==> src/core/gptm_pkg.sv <==
// Package: register map, fields, defaults and timing of the timer and mask block
package gptm_pkg;

    // ------------------------------------------------------------
    // Register indices and byte addresses (byte address = 4 * index)
    // ------------------------------------------------------------
    localparam logic [7:0] TTC_IDX      = 8'h11;
    localparam logic [7:0] GPT_HI_IDX   = 8'h12;
    localparam logic [7:0] GPT_LO_IDX   = 8'h13;
    localparam logic [7:0] MMASK_IDX    = 8'h14;
    localparam logic [7:0] TMASK_IDX    = 8'h15;
    localparam logic [7:0] MSTAT_IDX    = 8'h17;
    localparam logic [7:0] TSTAT_IDX    = 8'h18;
    localparam int         ADDR_W       = 8;
    localparam logic [7:0] TTC_ADDR     = 8'(TTC_IDX * 4);
    localparam logic [7:0] GPT_HI_ADDR  = 8'(GPT_HI_IDX * 4);
    localparam logic [7:0] GPT_LO_ADDR  = 8'(GPT_LO_IDX * 4);
    localparam logic [7:0] MMASK_ADDR   = 8'(MMASK_IDX * 4);
    localparam logic [7:0] TMASK_ADDR   = 8'(TMASK_IDX * 4);
    localparam logic [7:0] MSTAT_ADDR   = 8'(MSTAT_IDX * 4);
    localparam logic [7:0] TSTAT_ADDR   = 8'(TSTAT_IDX * 4);

    // ------------------------------------------------------------
    // Field positions
    // ------------------------------------------------------------
    localparam int TRIG_MSB     = 7;
    localparam int TRIG_LSB     = 5;
    localparam int NRT_CMPL_BIT = 1;
    localparam int NRT_STEP_BIT = 0;
    localparam int M_OSC        = 7;
    localparam int M_FIFO       = 6;
    localparam int M_RXS        = 5;
    localparam int M_RXE        = 4;
    localparam int M_TXE        = 3;
    localparam int M_COL        = 2;
    localparam int M_TIM        = 1;
    localparam int M_ERR        = 0;
    localparam int T_DCT        = 7;
    localparam int T_NRE        = 6;
    localparam int T_GPE        = 5;
    localparam int T_EON        = 4;
    localparam int T_EOF        = 3;
    localparam int T_CAC        = 2;
    localparam int T_CAT        = 1;
    localparam int T_NFCT       = 0;

    // ------------------------------------------------------------
    // Reset values and masks
    // ------------------------------------------------------------
    localparam logic [7:0]  BYTE_RST     = 8'h00;
    localparam logic [15:0] GPT_RST      = 16'h0000;
    localparam logic [7:0]  MAIN_RDCLR   = 8'hFC;
    localparam logic [7:0]  MAIN_TIMCLR  = 8'h02;
    localparam logic [7:0]  MMASK_USED   = 8'hFC;

    // ------------------------------------------------------------
    // Timing: carrier periods per step
    // ------------------------------------------------------------
    localparam int         GP_STEP_FC    = 8;
    localparam int         NRT_SHORT_FC  = 64;
    localparam int         NRT_LONG_FC   = 4096;
    localparam logic [2:0] GP_PRE_LAST   = 3'(GP_STEP_FC - 1);

    // ------------------------------------------------------------
    // Trigger codes and timer states
    // ------------------------------------------------------------
    typedef enum logic [2:0] {
        TRIG_CMD_ONLY  = 3'b000,
        TRIG_RX_END    = 3'b001,
        TRIG_RX_START  = 3'b010,
        TRIG_TX_END    = 3'b011
    } gptm_trig_e;

    typedef enum logic [0:0] {
        GPT_IDLE = 1'b0,
        GPT_RUN  = 1'b1
    } gptm_state_e;

endpackage

==> src/core/gptm_step_timer.sv <==
// General purpose timer: 16-bit count of 8-carrier-period steps
`timescale 1ns/1ps
module gptm_step_timer
    import gptm_pkg::*;
(
    // Clock and reset
    input  wire logic        sys_clk_i,
    input  wire logic        rst_n_i,
    // Control
    input  wire logic        clear_i,
    input  wire logic        start_i,
    input  wire logic        fc_tick_i,
    input  wire logic [15:0] reload_i,
    // Status
    output logic             running_o,
    output logic             expired_o
);
    gptm_state_e state_q;
    logic [2:0]  pre_q;
    logic [15:0] count_q;

    assign running_o = (state_q == GPT_RUN);

    always_ff @(posedge sys_clk_i) begin
        if (!rst_n_i || clear_i) begin
            state_q   <= GPT_IDLE;
            pre_q     <= 3'h0;
            count_q   <= GPT_RST;
            expired_o <= 1'b0;
        end else begin
            expired_o <= 1'b0;
            // A start while running restarts from the reload value
            if (start_i && reload_i != GPT_RST) begin
                state_q <= GPT_RUN;
                pre_q   <= 3'h0;
                count_q <= reload_i;
            end else begin
                case (state_q)
                    GPT_RUN: begin
                        if (fc_tick_i) begin
                            if (pre_q == GP_PRE_LAST) begin
                                pre_q <= 3'h0;
                                if (count_q == 16'h0001) begin
                                    state_q   <= GPT_IDLE;
                                    expired_o <= 1'b1;
                                end else begin
                                    count_q <= count_q - 16'h0001;
                                end
                            end else begin
                                pre_q <= pre_q + 3'h1;
                            end
                        end
                    end
                    default: begin
                        state_q <= GPT_IDLE;
                    end
                endcase
            end
        end
    end
endmodule

==> src/core/gptm_sync.sv <==
// Two-stage synchroniser for a level entering the system clock domain
`timescale 1ns/1ps
module gptm_sync (
    // Clock and reset
    input  wire logic sys_clk_i,
    input  wire logic rst_n_i,
    // Level in and out
    input  wire logic async_i,
    output logic      sync_o
);
    logic meta_q;

    always_ff @(posedge sys_clk_i) begin
        if (!rst_n_i) begin
            meta_q <= 1'b0;
            sync_o <= 1'b0;
        end else begin
            meta_q <= async_i;
            sync_o <= meta_q;
        end
    end
endmodule

==> src/core/gptm_top.sv <==
// Timer trigger control, general purpose timer and interrupt masking with APB access
//
// Local design decision: the APB register port.
`timescale 1ns/1ps
// Function
// - Trigger code 000: timer starts only on the start-timer command.
// - Code 001 starts at end of reception; 010 at start of reception.
// - Code 011 starts at NFC end of transmission; expiry of a run it started switches field off.
// - Control bit 0 picks no-response step: 64 or 4096 carrier periods.
// - Control bit 1 selects the compliance mode of the no-response timer.
// - Timeout is 16 bits, high and low byte registers, 8 periods per step.
// - Timeout spans one step up to the full 16-bit value.
// - Main mask bits 7 to 2 suppress their matching interrupt sources.
// - Timer mask bits 7, 6, 5 suppress command, no-response, timer expiry.
// - Timer mask bits 4, 3 suppress external field on and off events.
// - Timer mask bit 2 suppresses collision-avoidance collision event.
// - Timer mask bit 1 suppresses guard-time-expired event.
// - Timer mask bit 0 suppresses bit-rate-recognized event.
// - Control and mask bits clear at reset and on set-default command.
// - Timer expiry sets its own timer status flag unless masked.
// - Reading main status clears bits 7 to 2; timer summary bit 1 clears on timer status read.
module gptm_top
    import gptm_pkg::*;
(
    // Clock and reset
    input  wire logic                       sys_clk_i,
    input  wire logic                       rst_n_i,
    // APB slave
    input  wire logic                       psel_i,
    input  wire logic                       penable_i,
    input  wire logic                       pwrite_i,
    input  wire logic [gptm_pkg::ADDR_W-1:0] paddr_i,
    input  wire logic [31:0]                pwdata_i,
    output logic      [31:0]                prdata_o,
    output logic                            pready_o,
    output logic                            pslverr_o,
    // Carrier clock pin
    input  wire logic                       carrier_clk_i,
    // Commands and timer triggers
    input  wire logic                       cmd_start_gpt_i,
    input  wire logic                       cmd_set_default_i,
    input  wire logic                       rx_start_i,
    input  wire logic                       rx_end_i,
    input  wire logic                       tx_end_i,
    input  wire logic                       nfc_mode_i,
    // Interrupt sources
    input  wire logic                       osc_stable_i,
    input  wire logic                       fifo_level_i,
    input  wire logic                       bit_col_i,
    input  wire logic                       cmd_done_i,
    input  wire logic                       nrt_expire_i,
    input  wire logic                       field_on_i,
    input  wire logic                       field_off_i,
    input  wire logic                       ca_collision_i,
    input  wire logic                       guard_time_i,
    input  wire logic                       nfc_rate_i,
    // Outputs
    output logic                            irq_o,
    output logic                            rf_field_off_o,
    output logic                            gpt_running_o,
    output logic                            nrt_step_long_o,
    output logic                            nrt_compliance_o
);
    import gptm_pkg::*;

    // ------------------------------------------------------------
    // Declarations
    // ------------------------------------------------------------
    logic [2:0]  trig_q;
    logic [7:0]  gp_timeout_msb_q;
    logic [7:0]  gp_timeout_lsb_q;
    logic [7:0]  main_mask_q;
    logic [7:0]  tim_mask_q;
    logic [7:0]  main_stat_q;
    logic [7:0]  main_stat_d;
    logic [7:0]  tim_stat_q;
    logic [7:0]  tim_stat_d;
    logic [7:0]  main_set;
    logic [7:0]  tim_set;
    logic [7:0]  main_clr;
    logic [7:0]  tim_clr;
    logic [31:0] rdata;
    logic        hit;
    logic        xfer;
    logic        wr;
    logic        rd;
    logic        dflt;
    logic        auto_trig;
    logic        gpt_start;
    logic        gpt_expire;
    logic        gpt_run;
    logic        nfc_armed_q;
    logic        fc_sync;
    logic        fc_prev_q;
    logic        fc_tick;

    assign dflt = cmd_set_default_i;

    // ------------------------------------------------------------
    // Carrier edge detection
    // ------------------------------------------------------------
    gptm_sync u_fc_sync (
        .sys_clk_i (sys_clk_i),
        .rst_n_i   (rst_n_i),
        .async_i   (carrier_clk_i),
        .sync_o    (fc_sync)
    );

    always_ff @(posedge sys_clk_i) begin
        if (!rst_n_i) begin
            fc_prev_q <= 1'b0;
        end else begin
            fc_prev_q <= fc_sync;
        end
    end

    assign fc_tick = fc_sync & ~fc_prev_q;

    // ------------------------------------------------------------
    // APB slave, one wait state
    // ------------------------------------------------------------
    assign xfer = psel_i & penable_i & pready_o;
    assign wr   = xfer & pwrite_i;
    assign rd   = xfer & ~pwrite_i;

    always_comb begin
        hit   = 1'b1;
        rdata = 32'h0000_0000;
        case (paddr_i)
            TTC_ADDR:    rdata[7:0] = {trig_q, 3'b000, nrt_compliance_o, nrt_step_long_o};
            GPT_HI_ADDR: rdata[7:0] = gp_timeout_msb_q;
            GPT_LO_ADDR: rdata[7:0] = gp_timeout_lsb_q;
            MMASK_ADDR:  rdata[7:0] = main_mask_q;
            TMASK_ADDR:  rdata[7:0] = tim_mask_q;
            MSTAT_ADDR:  rdata[7:0] = main_stat_q;
            TSTAT_ADDR:  rdata[7:0] = tim_stat_q;
            default:     hit = 1'b0;
        endcase
    end

    always_ff @(posedge sys_clk_i) begin
        if (!rst_n_i) begin
            pready_o  <= 1'b0;
            pslverr_o <= 1'b0;
            prdata_o  <= 32'h0000_0000;
        end else begin
            pready_o  <= psel_i & penable_i & ~pready_o;
            pslverr_o <= psel_i & penable_i & ~pready_o & ~hit;
            prdata_o  <= (psel_i & penable_i & ~pready_o & ~pwrite_i) ? rdata : 32'h0000_0000;
        end
    end

    // ------------------------------------------------------------
    // Configuration registers
    // ------------------------------------------------------------
    always_ff @(posedge sys_clk_i) begin
        if (!rst_n_i || dflt) begin
            trig_q           <= BYTE_RST[2:0];
            nrt_compliance_o <= 1'b0;
            nrt_step_long_o  <= 1'b0;
            main_mask_q      <= BYTE_RST;
            tim_mask_q       <= BYTE_RST;
            gp_timeout_msb_q <= BYTE_RST;
            gp_timeout_lsb_q <= BYTE_RST;
        end else if (wr) begin
            case (paddr_i)
                TTC_ADDR: begin
                    trig_q           <= pwdata_i[TRIG_MSB:TRIG_LSB];
                    nrt_compliance_o <= pwdata_i[NRT_CMPL_BIT];
                    nrt_step_long_o  <= pwdata_i[NRT_STEP_BIT];
                end
                GPT_HI_ADDR: gp_timeout_msb_q <= pwdata_i[7:0];
                GPT_LO_ADDR: gp_timeout_lsb_q <= pwdata_i[7:0];
                MMASK_ADDR:  main_mask_q <= pwdata_i[7:0] & MMASK_USED;
                TMASK_ADDR:  tim_mask_q  <= pwdata_i[7:0];
                default: begin
                end
            endcase
        end
    end

    // ------------------------------------------------------------
    // Trigger selection and general purpose timer
    // ------------------------------------------------------------
    always_comb begin
        case (trig_q)
            TRIG_RX_END:   auto_trig = rx_end_i;
            TRIG_RX_START: auto_trig = rx_start_i;
            TRIG_TX_END:   auto_trig = tx_end_i & nfc_mode_i;
            default:       auto_trig = 1'b0;
        endcase
    end

    assign gpt_start = cmd_start_gpt_i | auto_trig;

    // Full 16-bit reload reaches 65535 steps; zero never starts
    gptm_step_timer u_gpt (
        .sys_clk_i (sys_clk_i),
        .rst_n_i   (rst_n_i),
        .clear_i   (dflt),
        .start_i   (gpt_start),
        .fc_tick_i (fc_tick),
        .reload_i  ({gp_timeout_msb_q, gp_timeout_lsb_q}),
        .running_o (gpt_run),
        .expired_o (gpt_expire)
    );

    // Field-off applies only to runs started by the NFC end of transmission
    always_ff @(posedge sys_clk_i) begin
        if (!rst_n_i || dflt) begin
            nfc_armed_q    <= 1'b0;
            rf_field_off_o <= 1'b0;
            gpt_running_o  <= 1'b0;
        end else begin
            gpt_running_o  <= gpt_run;
            rf_field_off_o <= gpt_expire & nfc_armed_q;
            if (gpt_start) begin
                nfc_armed_q <= auto_trig & (trig_q == TRIG_TX_END);
            end
        end
    end

    // ------------------------------------------------------------
    // Interrupt status, set wins over clear
    // ------------------------------------------------------------
    always_comb begin
        tim_set          = 8'h00;
        tim_set[T_DCT]   = cmd_done_i & ~tim_mask_q[T_DCT];
        tim_set[T_NRE]   = nrt_expire_i & ~tim_mask_q[T_NRE];
        tim_set[T_GPE]   = gpt_expire & ~tim_mask_q[T_GPE];
        tim_set[T_EON]   = field_on_i & ~tim_mask_q[T_EON];
        tim_set[T_EOF]   = field_off_i & ~tim_mask_q[T_EOF];
        tim_set[T_CAC]   = ca_collision_i & ~tim_mask_q[T_CAC];
        tim_set[T_CAT]   = guard_time_i & ~tim_mask_q[T_CAT];
        tim_set[T_NFCT]  = nfc_rate_i & ~tim_mask_q[T_NFCT];
        main_set         = 8'h00;
        main_set[M_OSC]  = osc_stable_i & ~main_mask_q[M_OSC];
        main_set[M_FIFO] = fifo_level_i & ~main_mask_q[M_FIFO];
        main_set[M_RXS]  = rx_start_i & ~main_mask_q[M_RXS];
        main_set[M_RXE]  = rx_end_i & ~main_mask_q[M_RXE];
        main_set[M_TXE]  = tx_end_i & ~main_mask_q[M_TXE];
        main_set[M_COL]  = bit_col_i & ~main_mask_q[M_COL];
        main_set[M_TIM]  = |tim_set;
        main_clr         = 8'h00;
        tim_clr          = 8'h00;
        if (rd && paddr_i == MSTAT_ADDR) begin
            main_clr = MAIN_RDCLR;
        end
        if (rd && paddr_i == TSTAT_ADDR) begin
            main_clr = main_clr | MAIN_TIMCLR;
            tim_clr  = 8'hFF;
        end
        if (wr && paddr_i == MSTAT_ADDR) begin
            main_clr = main_clr | pwdata_i[7:0];
        end
        if (wr && paddr_i == TSTAT_ADDR) begin
            tim_clr = tim_clr | pwdata_i[7:0];
        end
        main_stat_d = (main_stat_q & ~main_clr) | main_set;
        tim_stat_d  = (tim_stat_q & ~tim_clr) | tim_set;
    end

    always_ff @(posedge sys_clk_i) begin
        if (!rst_n_i || dflt) begin
            main_stat_q <= BYTE_RST;
            tim_stat_q  <= BYTE_RST;
            irq_o       <= 1'b0;
        end else begin
            main_stat_q <= main_stat_d;
            tim_stat_q  <= tim_stat_d;
            irq_o       <= |main_stat_q;
        end
    end
endmodule

==> config.mk <==
export PLATFORM = sky130hd
export DESIGN_NAME = gptm_top
export DESIGN_NICKNAME = d
export VERILOG_FILES = /design/src/core/gptm_pkg.sv /design/src/core/gptm_step_timer.sv /design/src/core/gptm_sync.sv /design/src/core/gptm_top.sv
export SDC_FILE = /design/constraint.sdc
export NUM_CORES = 1
export LEC_CHECK = 0
export ABC_AREA = 0
export BUFFER_PORTS_ARGS = -buffer_cell sky130_fd_sc_hd__buf_2
export CORE_MARGIN = 2
export CORE_UTILIZATION = 55
export CTS_CLUSTER_SIZE = 20
export DETAILED_ROUTE_END_ITERATION = 8
export HOLD_SLACK_MARGIN = 0.02
export MAX_ROUTING_LAYER = met4
export PLACE_DENSITY = 0.79
export SLEW_MARGIN = 20
export SYNTH_ARGS = -nofsm -noshare
export SYNTH_HDL_FRONTEND = slang
export SYNTH_HIERARCHICAL = 1
export SYNTH_SLANG_ARGS = --single-unit
export TNS_END_PERCENT = 10
==> constraint.sdc <==
create_clock -name sys_clk_i -period 4.5 [get_ports sys_clk_i]
set_input_delay 1.35 -clock sys_clk_i [delete_from_list [all_inputs] [get_ports sys_clk_i]]
set_output_delay 1.35 -clock sys_clk_i [all_outputs]
set_load 0.01 [all_outputs]
==> results of run 1 <==
[logic make-up (layout without fill, tap and decap cells)]
group	count (synthesis)	count (layout)	synth area share, %
other cells	1	24	0.08129
mux	34	34	7.513
fa+ha+maj	4	4	1.085
flops	89	89	38.62
buf+inv	51	76	6.699
compound gates	119	119	17.30
xor+xnor	1	1	0.1899
simple gates	212	212	28.51
[cell usage after synthesis, types with 7 or more instances]
library cell / count
o21ai_1: 8
nor3b_1: 13
nand2b_1: 13
nor2_1: 29
and3_1: 9
a31oi_1: 14
nand2_1: 43
or4_1: 9
nor2_2: 8
nor2b_1: 7
dfxtp_1: 89
o21ai_0: 21
buf_2: 7
a21oi_1: 32
buf_4: 25
nand3_1: 16
nand4_1: 12
clkbuf_1: 10
mux2i_1: 29
[worst max-delay path by stage]
stage | endpoint | slack, ns | cells past startpoint
4_1_cts | gp_timeout_lsb_q[1] | 1.50 | 5
6_report | main_mask_q[3] | 1.46 | 5
2_1_floorplan | gp_timeout_msb_q[5] | 1.67 | 7
3_5_place_dp | gp_timeout_lsb_q[1] | 1.14 | 5
3_3_place_gp | main_mask_q[5] | 1.19 | 5
5_1_grt | main_mask_q[3] | 1.37 | 5
[per-stage QoR]
stage	area [um^2]	total power (uW)	cells	hold slack (ns)
after floorplan	4700	895.7	534	0.4057
after global placement	4830	925.1	648	0.4084
after detailed placement	4830	927.3	648	0.4163
after CTS	5020	1456	664	0.4378
after global routing	5020	1502	664	0.4531
final	5020	1453	664	0.4339
[registers in the layout, summed over array words and instances, names as in the netlist]
signal and cells:
fc_prev_q 1, gp_timeout_lsb_q 8, gp_timeout_msb_q 8, gpt_running_o 1
irq_o 1, main_mask_q 6, main_stat_q 8, nfc_armed_q 1
nrt_compliance_o 1, nrt_step_long_o 1, prdata_o 8, pready_o 1
pslverr_o 1, rf_field_off_o 1, tim_mask_q 8, tim_stat_q 8
trig_q 3, u_fc_sync/meta_q 1, u_fc_sync/sync_o 1, u_gpt/count_q 16
u_gpt/expired_o 1, u_gpt/pre_q 3, u_gpt/running_o 1
[routing by layer]
metal  track usage [%]  share of wire (%)  vias up
met4             10.83                3.5        0
met3             4.822                7.2       32
met5                 -                  0        -
met1             34.94                 42     1918
met2             44.99                 47      183
li1                  -                  -     1937
[power by group through the flow]
stage               sequential (uW)  clock (uW)  combinational, uW
floorplan                       819           0               76.4
CTS                             802         547                107
detailed placement              821           0                107
finish                          803         540                110
global route                    803         579                120
global placement                820           0                105
[cell type report]
type                       instances  area, um^2
clock buffer                      14       152.6
clock inverter                     2       37.54
fill                             738        3156
inverter                           4       15.01
multi-input combinational        394        2611
sequential                        89        1782
tap                              105       131.4
timing repair buffer              56       290.3
==> impl_metrics.csv, run 1 <==
group,metric,value,unit
power,p_per_area,289.4,nW/um^2
die,fp.dieArea,9136,um^2
timing,worstMarginPinSlew,0.8376,ns
cts,clk_pin_slew_worst_paths,0.08,ns
drt,totalWireLength,12050,um
synthesis,seq_area_frac_synth,38.62,%
timing,fin_setup_tns,0,ns
worst_setup_path,path_class,"input port to register",
final_layout,layout_commonest_cell,"dfxtp_1",
run_status,run_status,"finished, final reports clean",
drt,ant_nets,0,
power,ir_worst_vdd,0.1658,mV
worst_setup_path,crit_family,"simple AND/OR/NAND/NOR gates",
synthesis,ys_ff_latch,89,
worst_setup_path,startpoint_type,"input port",
synthesis,syn-cell-area,4613,um^2
cts,clockBufferDepth,2,
synthesis,netlist-cell-type-count,77,
timing,min_period,3.043,ns
power,pwr-share-seq,55.2,%
cts,cts_resized,0,
final_layout,layout_common_cells,"dfxtp_1, buf_2, nand2_1, a21oi_1",
global_route,grt_pass1_wl,18780,um
timing,finalHoldViolCount,0,
worst_setup_path,worst-r2r-cell-count,6,
timing,rsz0062_at_grt,"no",
power,p_clk_share,37.2,%
die,coreArea,8175,um^2
synthesis,syn_inst,511,
final_layout,antenna_cells,0,
worst_setup_path,endpoint_kind,"register",
worst_setup_path,reg2reg_from,"u_gpt/pre_q[0]",
global_route,grt_use_total,27.92,%
drt,num_vias,4070,
die,start_util,56.43,%
timing,timing.fmax,328.6,MHz
cts,htreeDepth,3,
global_route,first_global_vias,3730,
final_layout,syn2layout_area_growth,8.815,%
cts,cts_made_buffers,9,
drt,drt_iter0_markers,307,
power,intPower,1106,uW
worst_setup_path,critPathSlowestCell,"nor4bb_1",
power,comb_power_share,7.6,%
cts,cts-root-buf,"clkbuf_8",
power,p_sw,347.2,uW
synthesis,syn_area_per_cell,9.028,um^2
placed_design,dp_hpwl,8773,um
global_route,grt-ovfl-total,0,
final_layout,nNetsFinal,620,
worst_setup_path,worstPathMaxFanout,26,
worst_hold_path,min_from,"u_fc_sync/meta_q",
synthesis,synth_top_area_share,38.62,%
worst_setup_path,path_buf_inv,1,
worst_setup_path,crit_path_cell_trace,"buf_2, nor4bb_1, and3_1, mux2i_1, nor2_1",
cts,cts.sinks,89,
worst_hold_path,hold_class,"register to register",
power,swShare,23.89,%
worst_setup_path,max_stage_delay,0.69,ns
power,power_leakage,0.001796,uW
worst_setup_path,reg2reg_to,"u_gpt/count_q[14]",
global_route,grt_antenna_before_repair,0,
placed_design,place_ws,1.136,ns
run,max_cap_viol_count,0,
timing,finalWorstSetupSlack,1.457,ns
timing,slew_violations,0,
synthesis,ys.warnings.count,6,
cts,worstSkewPairLatency,0.36,ns
drt,dr.pass1.iters,5,
timing,setup_viol,0,
cts,tritoncts,"yes",
final_layout,final_util,61.40,%
synthesis,synthArstFlopShare,0,%
worst_setup_path,cp-startpoint,"paddr_i[4]",
worst_hold_path,whs_path_depth,1,
worst_setup_path,ff2ff_setup_slack,2.37,ns
drt,viasPerCell,6.130,
timing,max_slew_margin,44.04,%
cts,hold_buffers,0,
placed_design,gp_congestion,0.9215,
synthesis,synth_edf_count,0,
cts,post-cts-setup-buffer-count,0,
die,die_y,95.59,um
synthesis,synth-main-ff-cell,"dfxtp_1",
global_route,grt_max_degree,52,
die,num_rows,33,
timing,period_share,67.62,%
die,ios,101,
die,die_w,95.59,um
timing,clock_skew,0.01413,ns
final_layout,drive_gt1_share,20.21,%
worst_setup_path,critPathRequiredTime,4.72,ns
worst_setup_path,arrival,3.27,ns
synthesis,synth.area.top_cells,"dfxtp_1, mux2i_1, buf_4",
placed_design,numPortBuffers,52,
drt,drc,0,
drt,wire_per_inst,18.14,um
synthesis,yosysTopAreaCell,"dfxtp_1",
worst_hold_path,worstHoldEndpoint,"u_fc_sync/sync_o",
Note: power is estimated with default switching activity, not from simulation.
==> run 2, diff against run 1 <==
==> constraint.sdc (replaced) <==
create_clock -name sys_clk_i -period 3 [get_ports sys_clk_i]
set_input_delay 0.9 -clock sys_clk_i [delete_from_list [all_inputs] [get_ports sys_clk_i]]
set_output_delay 0.9 -clock sys_clk_i [all_outputs]
set_load 0.01 [all_outputs]
==> run 2 against run 1 <==
- routed wire length decreased by 0.79%
- sequential share of layout area decreased by 0.49 points
- global-route usage decreased by 0.13 points
- count of clock-buffer cells in the layout decreased by 4
- clock power increased by 52%
- critical path depth unchanged
- worst setup slack got worse by 1.0 ns
- clock skew decreased by 0.0013 ns
- largest cell class unchanged
- sequential cell count unchanged
- worst hold slack improved by 0.013 ns
- final cell count increased by 1.1%
- via count increased by 0.64%
==> impl_metrics.csv, run 2 (synthesized netlist as in run 1, its figures left out) <==
group,metric,value,unit
die,fp.dieArea,9136,um^2
die,start_util,56.43,%
worst_setup_path,ff2ff_setup_slack,0.43,ns
drt,num_vias,4096,
drt,drc,0,
worst_setup_path,critPathRequiredTime,3.29,ns
final_layout,layout_common_cells,"dfxtp_1, buf_2, nand2_1, a21oi_1",
worst_hold_path,whs_path_depth,1,
timing,max_slew_margin,29.81,%
power,power_leakage,0.001837,uW
worst_setup_path,crit_path_cell_trace,"or4_4, o41ai_4, buf_4, o21ai_0, a31oi_1",
cts,cts_resized,0,
timing,rsz0062_at_grt,"no",
global_route,grt_max_degree,52,
final_layout,antenna_cells,0,
timing,timing.fmax,388.9,MHz
drt,wl_met1,5040,um
worst_hold_path,hold_class,"register to register",
placed_design,gp_congestion,0.9453,
timing,finalWorstSetupSlack,0.4286,ns
die,die_w,95.59,um
global_route,first_global_vias,3761,
die,ios,101,
run,max_cap_viol_count,0,
timing,finalHoldViolCount,0,
die,coreArea,8175,um^2
timing,worstMarginPinSlew,1.049,ns
final_layout,syn2layout_area_growth,10.33,%
placed_design,dp_hpwl,8886,um
placed_design,numPortBuffers,52,
drt,met3WireLength,827,um
final_layout,final_util,62.26,%
drt,wire_per_inst,17.81,um
worst_setup_path,endpoint_kind,"register",
die,die_y,95.59,um
cts,post-cts-setup-buffer-count,0,
final_layout,fill_cells,727,
placed_design,place_ws,0.3388,ns
drt,dr.max_layer_used,"met4",
final_layout,layout_commonest_cell,"dfxtp_1",
drt,dr.pass1.iters,5,
timing,whs,0.4465,ns
drt,totalWireLength,11950,um
die,num_rows,33,
worst_setup_path,arrival,2.86,ns
final_layout,largest_reg_flops,16,
global_route,grt_pass1_wl,18840,um
worst_hold_path,worstHoldEndpoint,"u_fc_sync/sync_o",
worst_setup_path,reg2reg_from,"gp_timeout_msb_q[0]",
cts,htreeDepth,3,
worst_hold_path,min_from,"u_fc_sync/meta_q",
final_layout,nNetsFinal,627,
cts,hold_buffers,0,
worst_setup_path,worst-r2r-cell-count,5,
cts,clockBufferDepth,2,
cts,clk_pin_slew_worst_paths,0.09,ns
timing,setup_viol,0,
cts,tritoncts,"yes",
worst_setup_path,max_stage_delay,0.98,ns
final_layout,drive_gt1_share,21.73,%
worst_setup_path,startpoint_type,"register",
timing,min_period,2.571,ns
timing,period_share,85.71,%
timing,clock_skew,0.01281,ns
timing,slew_violations,0,
drt,met2_length,5664,um
timing,fin_setup_tns,0,ns
global_route,grt_antenna_before_repair,0,
global_route,grt-ovfl-total,0,
worst_setup_path,worstPathMaxFanout,21,
drt,drt_iter0_markers,305,
drt,viasPerCell,6.104,
run_status,run_status,"finished, final reports clean",
cts,cts.sinks,89,
power,ir_worst_vdd,0.2713,mV
worst_setup_path,path_class,"register to register",
cts,worstSkewPairLatency,0.36,ns
worst_setup_path,reg2reg_to,"u_gpt/count_q[10]",
cts,cts-root-buf,"clkbuf_8",
cts,cts_made_buffers,9,
final_layout,regMostFlops,"u_gpt/count_q",
global_route,grt_use_total,27.79,%
power,p_per_area,430.9,nW/um^2
worst_setup_path,critPathSlowestCell,"o41ai_4",
drt,ant_nets,0,
run 2: layer usage:
metal	track usage, %	up-vias
met4	12.50	0
met1	35.15	1928
met3	3.794	33
met2	44.23	186
li1	-	1949
met5	-	-
run 2: worst max-delay path, delay by kind of cell (launching register included):
| kind | cells | cell delay (ns) |
|---|---|---|
| AO/OA/AOI/OAI | 3 | 1.26 |
| AND/OR/NAND/NOR | 1 | 0.56 |
| flip-flops | 1 | 0.36 |
| buffers and inverters | 1 | 0.32 |
run 2: power by group:
part	total (uW)	switching (uW)	internal, uW
Clock	819	431	388
Sequential	1200	10.1	1190
Combinational	169	110	58.9
Total	2190	552	1640
run 2: how the worst max path moves through the flow:
| stage | startpoint | endpoint | slack [ns] | cells after the start |
|---|---|---|---|---|
| 2_1_floorplan | paddr_i[3] | gp_timeout_msb_q[5] | 0.62 | 7 |
| 4_1_cts | gp_timeout_msb_q[0] | u_gpt/count_q[10] | 0.47 | 5 |
| 6_report | gp_timeout_msb_q[0] | u_gpt/count_q[10] | 0.43 | 5 |
| 3_5_place_dp | paddr_i[5] | nrt_step_long_o | 0.34 | 5 |
| 3_3_place_gp | paddr_i[5] | trig_q[0] | 0.35 | 5 |
| 5_1_grt | gp_timeout_lsb_q[0] | u_gpt/count_q[10] | 0.29 | 5 |
run 2: area by class of cell:
class	count	area (um^2)	share of cell area, %
Sequential cell	89	1782	35.00
Multi-Input combinational cell	394	2611	51.30
Timing Repair Buffer	63	355.3	6.981
Inverter	4	15.01	0.2950
Clock inverter	6	67.56	1.327
Tap cell	105	131.4	2.581
Clock buffer	10	127.6	2.507
run 2: through the flow:
stage | total power (uW) | instance area (um^2) | std cells
floorplan | 1343 | 4700 | 534
global placement | 1392 | 4895 | 655
detailed placement | 1396 | 4895 | 655
CTS | 2204 | 5090 | 671
global route | 2265 | 5090 | 671
finish | 2193 | 5090 | 671
==> run 3, diff against run 2 <==
--- a/config.mk
+++ b/config.mk
@@ -14,6 +14,7 @@
 export HOLD_SLACK_MARGIN = 0.02
 export MAX_ROUTING_LAYER = met4
 export PLACE_DENSITY = 0.79
+export REMOVE_ABC_BUFFERS = 1
 export SLEW_MARGIN = 20
 export SYNTH_ARGS = -nofsm -noshare
 export SYNTH_HDL_FRONTEND = slang
==> run 3 against run 2 <==
- total power decreased by 1.2%
- highest routed layer unchanged
- sequential share of layout area decreased by 0.086 points
- register-to-register slack improved by 0.04 ns
- critical endpoint is now u_gpt/expired_o
- routed wire length increased by 5.1%
- final cell count increased by 0.45%
- via count increased by 0.76%
- worst setup slack improved by 0.036 ns
==> impl_metrics.csv, run 3 (synthesized netlist as in run 1, its figures left out) <==
group,metric,value,unit
die,die_w,95.59,um
worst_setup_path,path_class,"register to register",
global_route,grt_max_degree,52,
timing,slew_violations,0,
drt,dr.pass1.iters,5,
timing,setup_viol,0,
worst_setup_path,endpoint_kind,"register",
final_layout,antenna_cells,0,
worst_setup_path,max_stage_delay,0.90,ns
final_layout,fin_area,5102,um^2
global_route,grt_use_total,28.82,%
die,ios,101,
drt,totalWireLength,12560,um
drt,viasPerCell,6.123,
cts,clk_pin_slew_worst_paths,0.10,ns
run,max_cap_viol_count,0,
worst_setup_path,critPathSlowestCell,"o41ai_4",
worst_setup_path,arrival,2.81,ns
die,coreArea,8175,um^2
final_layout,regMostFlops,"u_gpt/count_q",
final_layout,layout_common_cells,"dfxtp_1, buf_2, nand2_1, a21oi_1",
die,fp.dieArea,9136,um^2
timing,worstMarginPinSlew,0.9487,ns
timing,min_period,2.535,ns
cts,hold_buffers,0,
timing,clock_skew,0.01261,ns
worst_setup_path,worstPathMaxFanout,20,
cts,worstSkewPairLatency,0.37,ns
placed_design,placed_cell_area,4917,um^2
drt,ant_nets,0,
power,ir_worst_vdd,0.2390,mV
run_status,run_status,"finished, final reports clean",
placed_design,dp.cells,658,
final_layout,drive_gt1_share,22.32,%
die,die_y,95.59,um
timing,fin_setup_tns,0,ns
worst_setup_path,crit_path_cell_trace,"or4_1, o41ai_4, nand2_1, nor2_1",
cts,cts-root-buf,"clkbuf_8",
final_layout,fill_cells,712,
timing,whs,0.4381,ns
timing,timing.fmax,394.5,MHz
placed_design,numPortBuffers,52,
global_route,grt_pass1_wl,19430,um
placed_design,dp_hpwl,9343,um
worst_setup_path,startpoint_type,"register",
final_layout,nNetsFinal,630,
cts,cts_resized,0,
timing,period_share,84.50,%
worst_setup_path,crit_family,"simple AND/OR/NAND/NOR gates",
power,p_per_area,424.5,nW/um^2
drt,drc,0,
timing,max_slew_margin,36.54,%
die,num_rows,33,
drt,drt_iter0_markers,275,
cts,cts.sinks,89,
cts,tritoncts,"yes",
timing,finalWorstSetupSlack,0.4649,ns
cts,htreeDepth,3,
final_layout,layout_commonest_cell,"dfxtp_1",
final_layout,largest_reg_flops,16,
die,start_util,56.43,%
drt,wire_per_inst,18.63,um
power,power_leakage,0.001848,uW
final_layout,finalNonFillerCells,674,
global_route,first_global_vias,3766,
worst_setup_path,path_buf_inv,0,
drt,num_vias,4127,
timing,rsz0062_at_grt,"no",
final_layout,syn2layout_area_growth,10.60,%
global_route,grt-ovfl-total,0,
cts,cts_made_buffers,9,
cts,clockBufferDepth,2,
placed_design,gp_congestion,0.9747,
worst_hold_path,hold_class,"register to register",
placed_design,place_ws,0.2995,ns
cts,post-cts-setup-buffer-count,0,
timing,finalHoldViolCount,0,
global_route,grt_antenna_before_repair,0,
worst_setup_path,critPathRequiredTime,3.27,ns
[run 3: worst register-to-register path, cell delays in order, from the launching register on]
cell and delay [ns]:
dfxtp_1 0.37, or4_1 0.59, o41ai_4 0.90, nand2_1 0.29, nor2_1 0.30
[run 3: area by class of cell]
type	count	area (um^2)	share of cell area (%)
Timing Repair Buffer	66	377.9	7.406
Sequential cell	89	1782	34.92
Tap cell	105	131.4	2.575
Clock inverter	7	61.31	1.202
Inverter	4	15.01	0.2943
Clock buffer	9	123.9	2.428
Multi-Input combinational cell	394	2611	51.18
[run 3: power breakdown]
| part | switching, uW | internal (uW) |
|---|---|---|
| combinational | 112 | 58.6 |
| sequential | 9.45 | 1190 |
| clock | 476 | 315 |
| total | 598 | 1570 |
[run 3: metal layers]
layer	part of all wire (%)	routed length (um)	global-route usage, %
met1	43	5417	38.13
met3	8.5	1072	5.929
met2	46	5817	43.94
met5	0	0	-
met4	2.0	251	9.762
[run 3: stage by stage]
step                      power (uW)  utilization (%)
after floorplan                 1308                -
after global placement          1393            60.15
after detailed placement        1396            60.15
after CTS                       2171            62.41
after global routing            2239            62.41
final                           2166            62.41
[run 3: path summary, 6_finish.rpt]
kind,slack (ns),start,depth (start not counted),endpoint
worst min register to register,0.44,u_fc_sync/meta_q,1,u_fc_sync/sync_o
worst max-delay path,0.46,gp_timeout_msb_q[3],4,u_gpt/expired_o
worst max register to register,0.46,gp_timeout_msb_q[3],4,u_gpt/expired_o
worst min-delay path,0.44,u_fc_sync/meta_q,1,u_fc_sync/sync_o
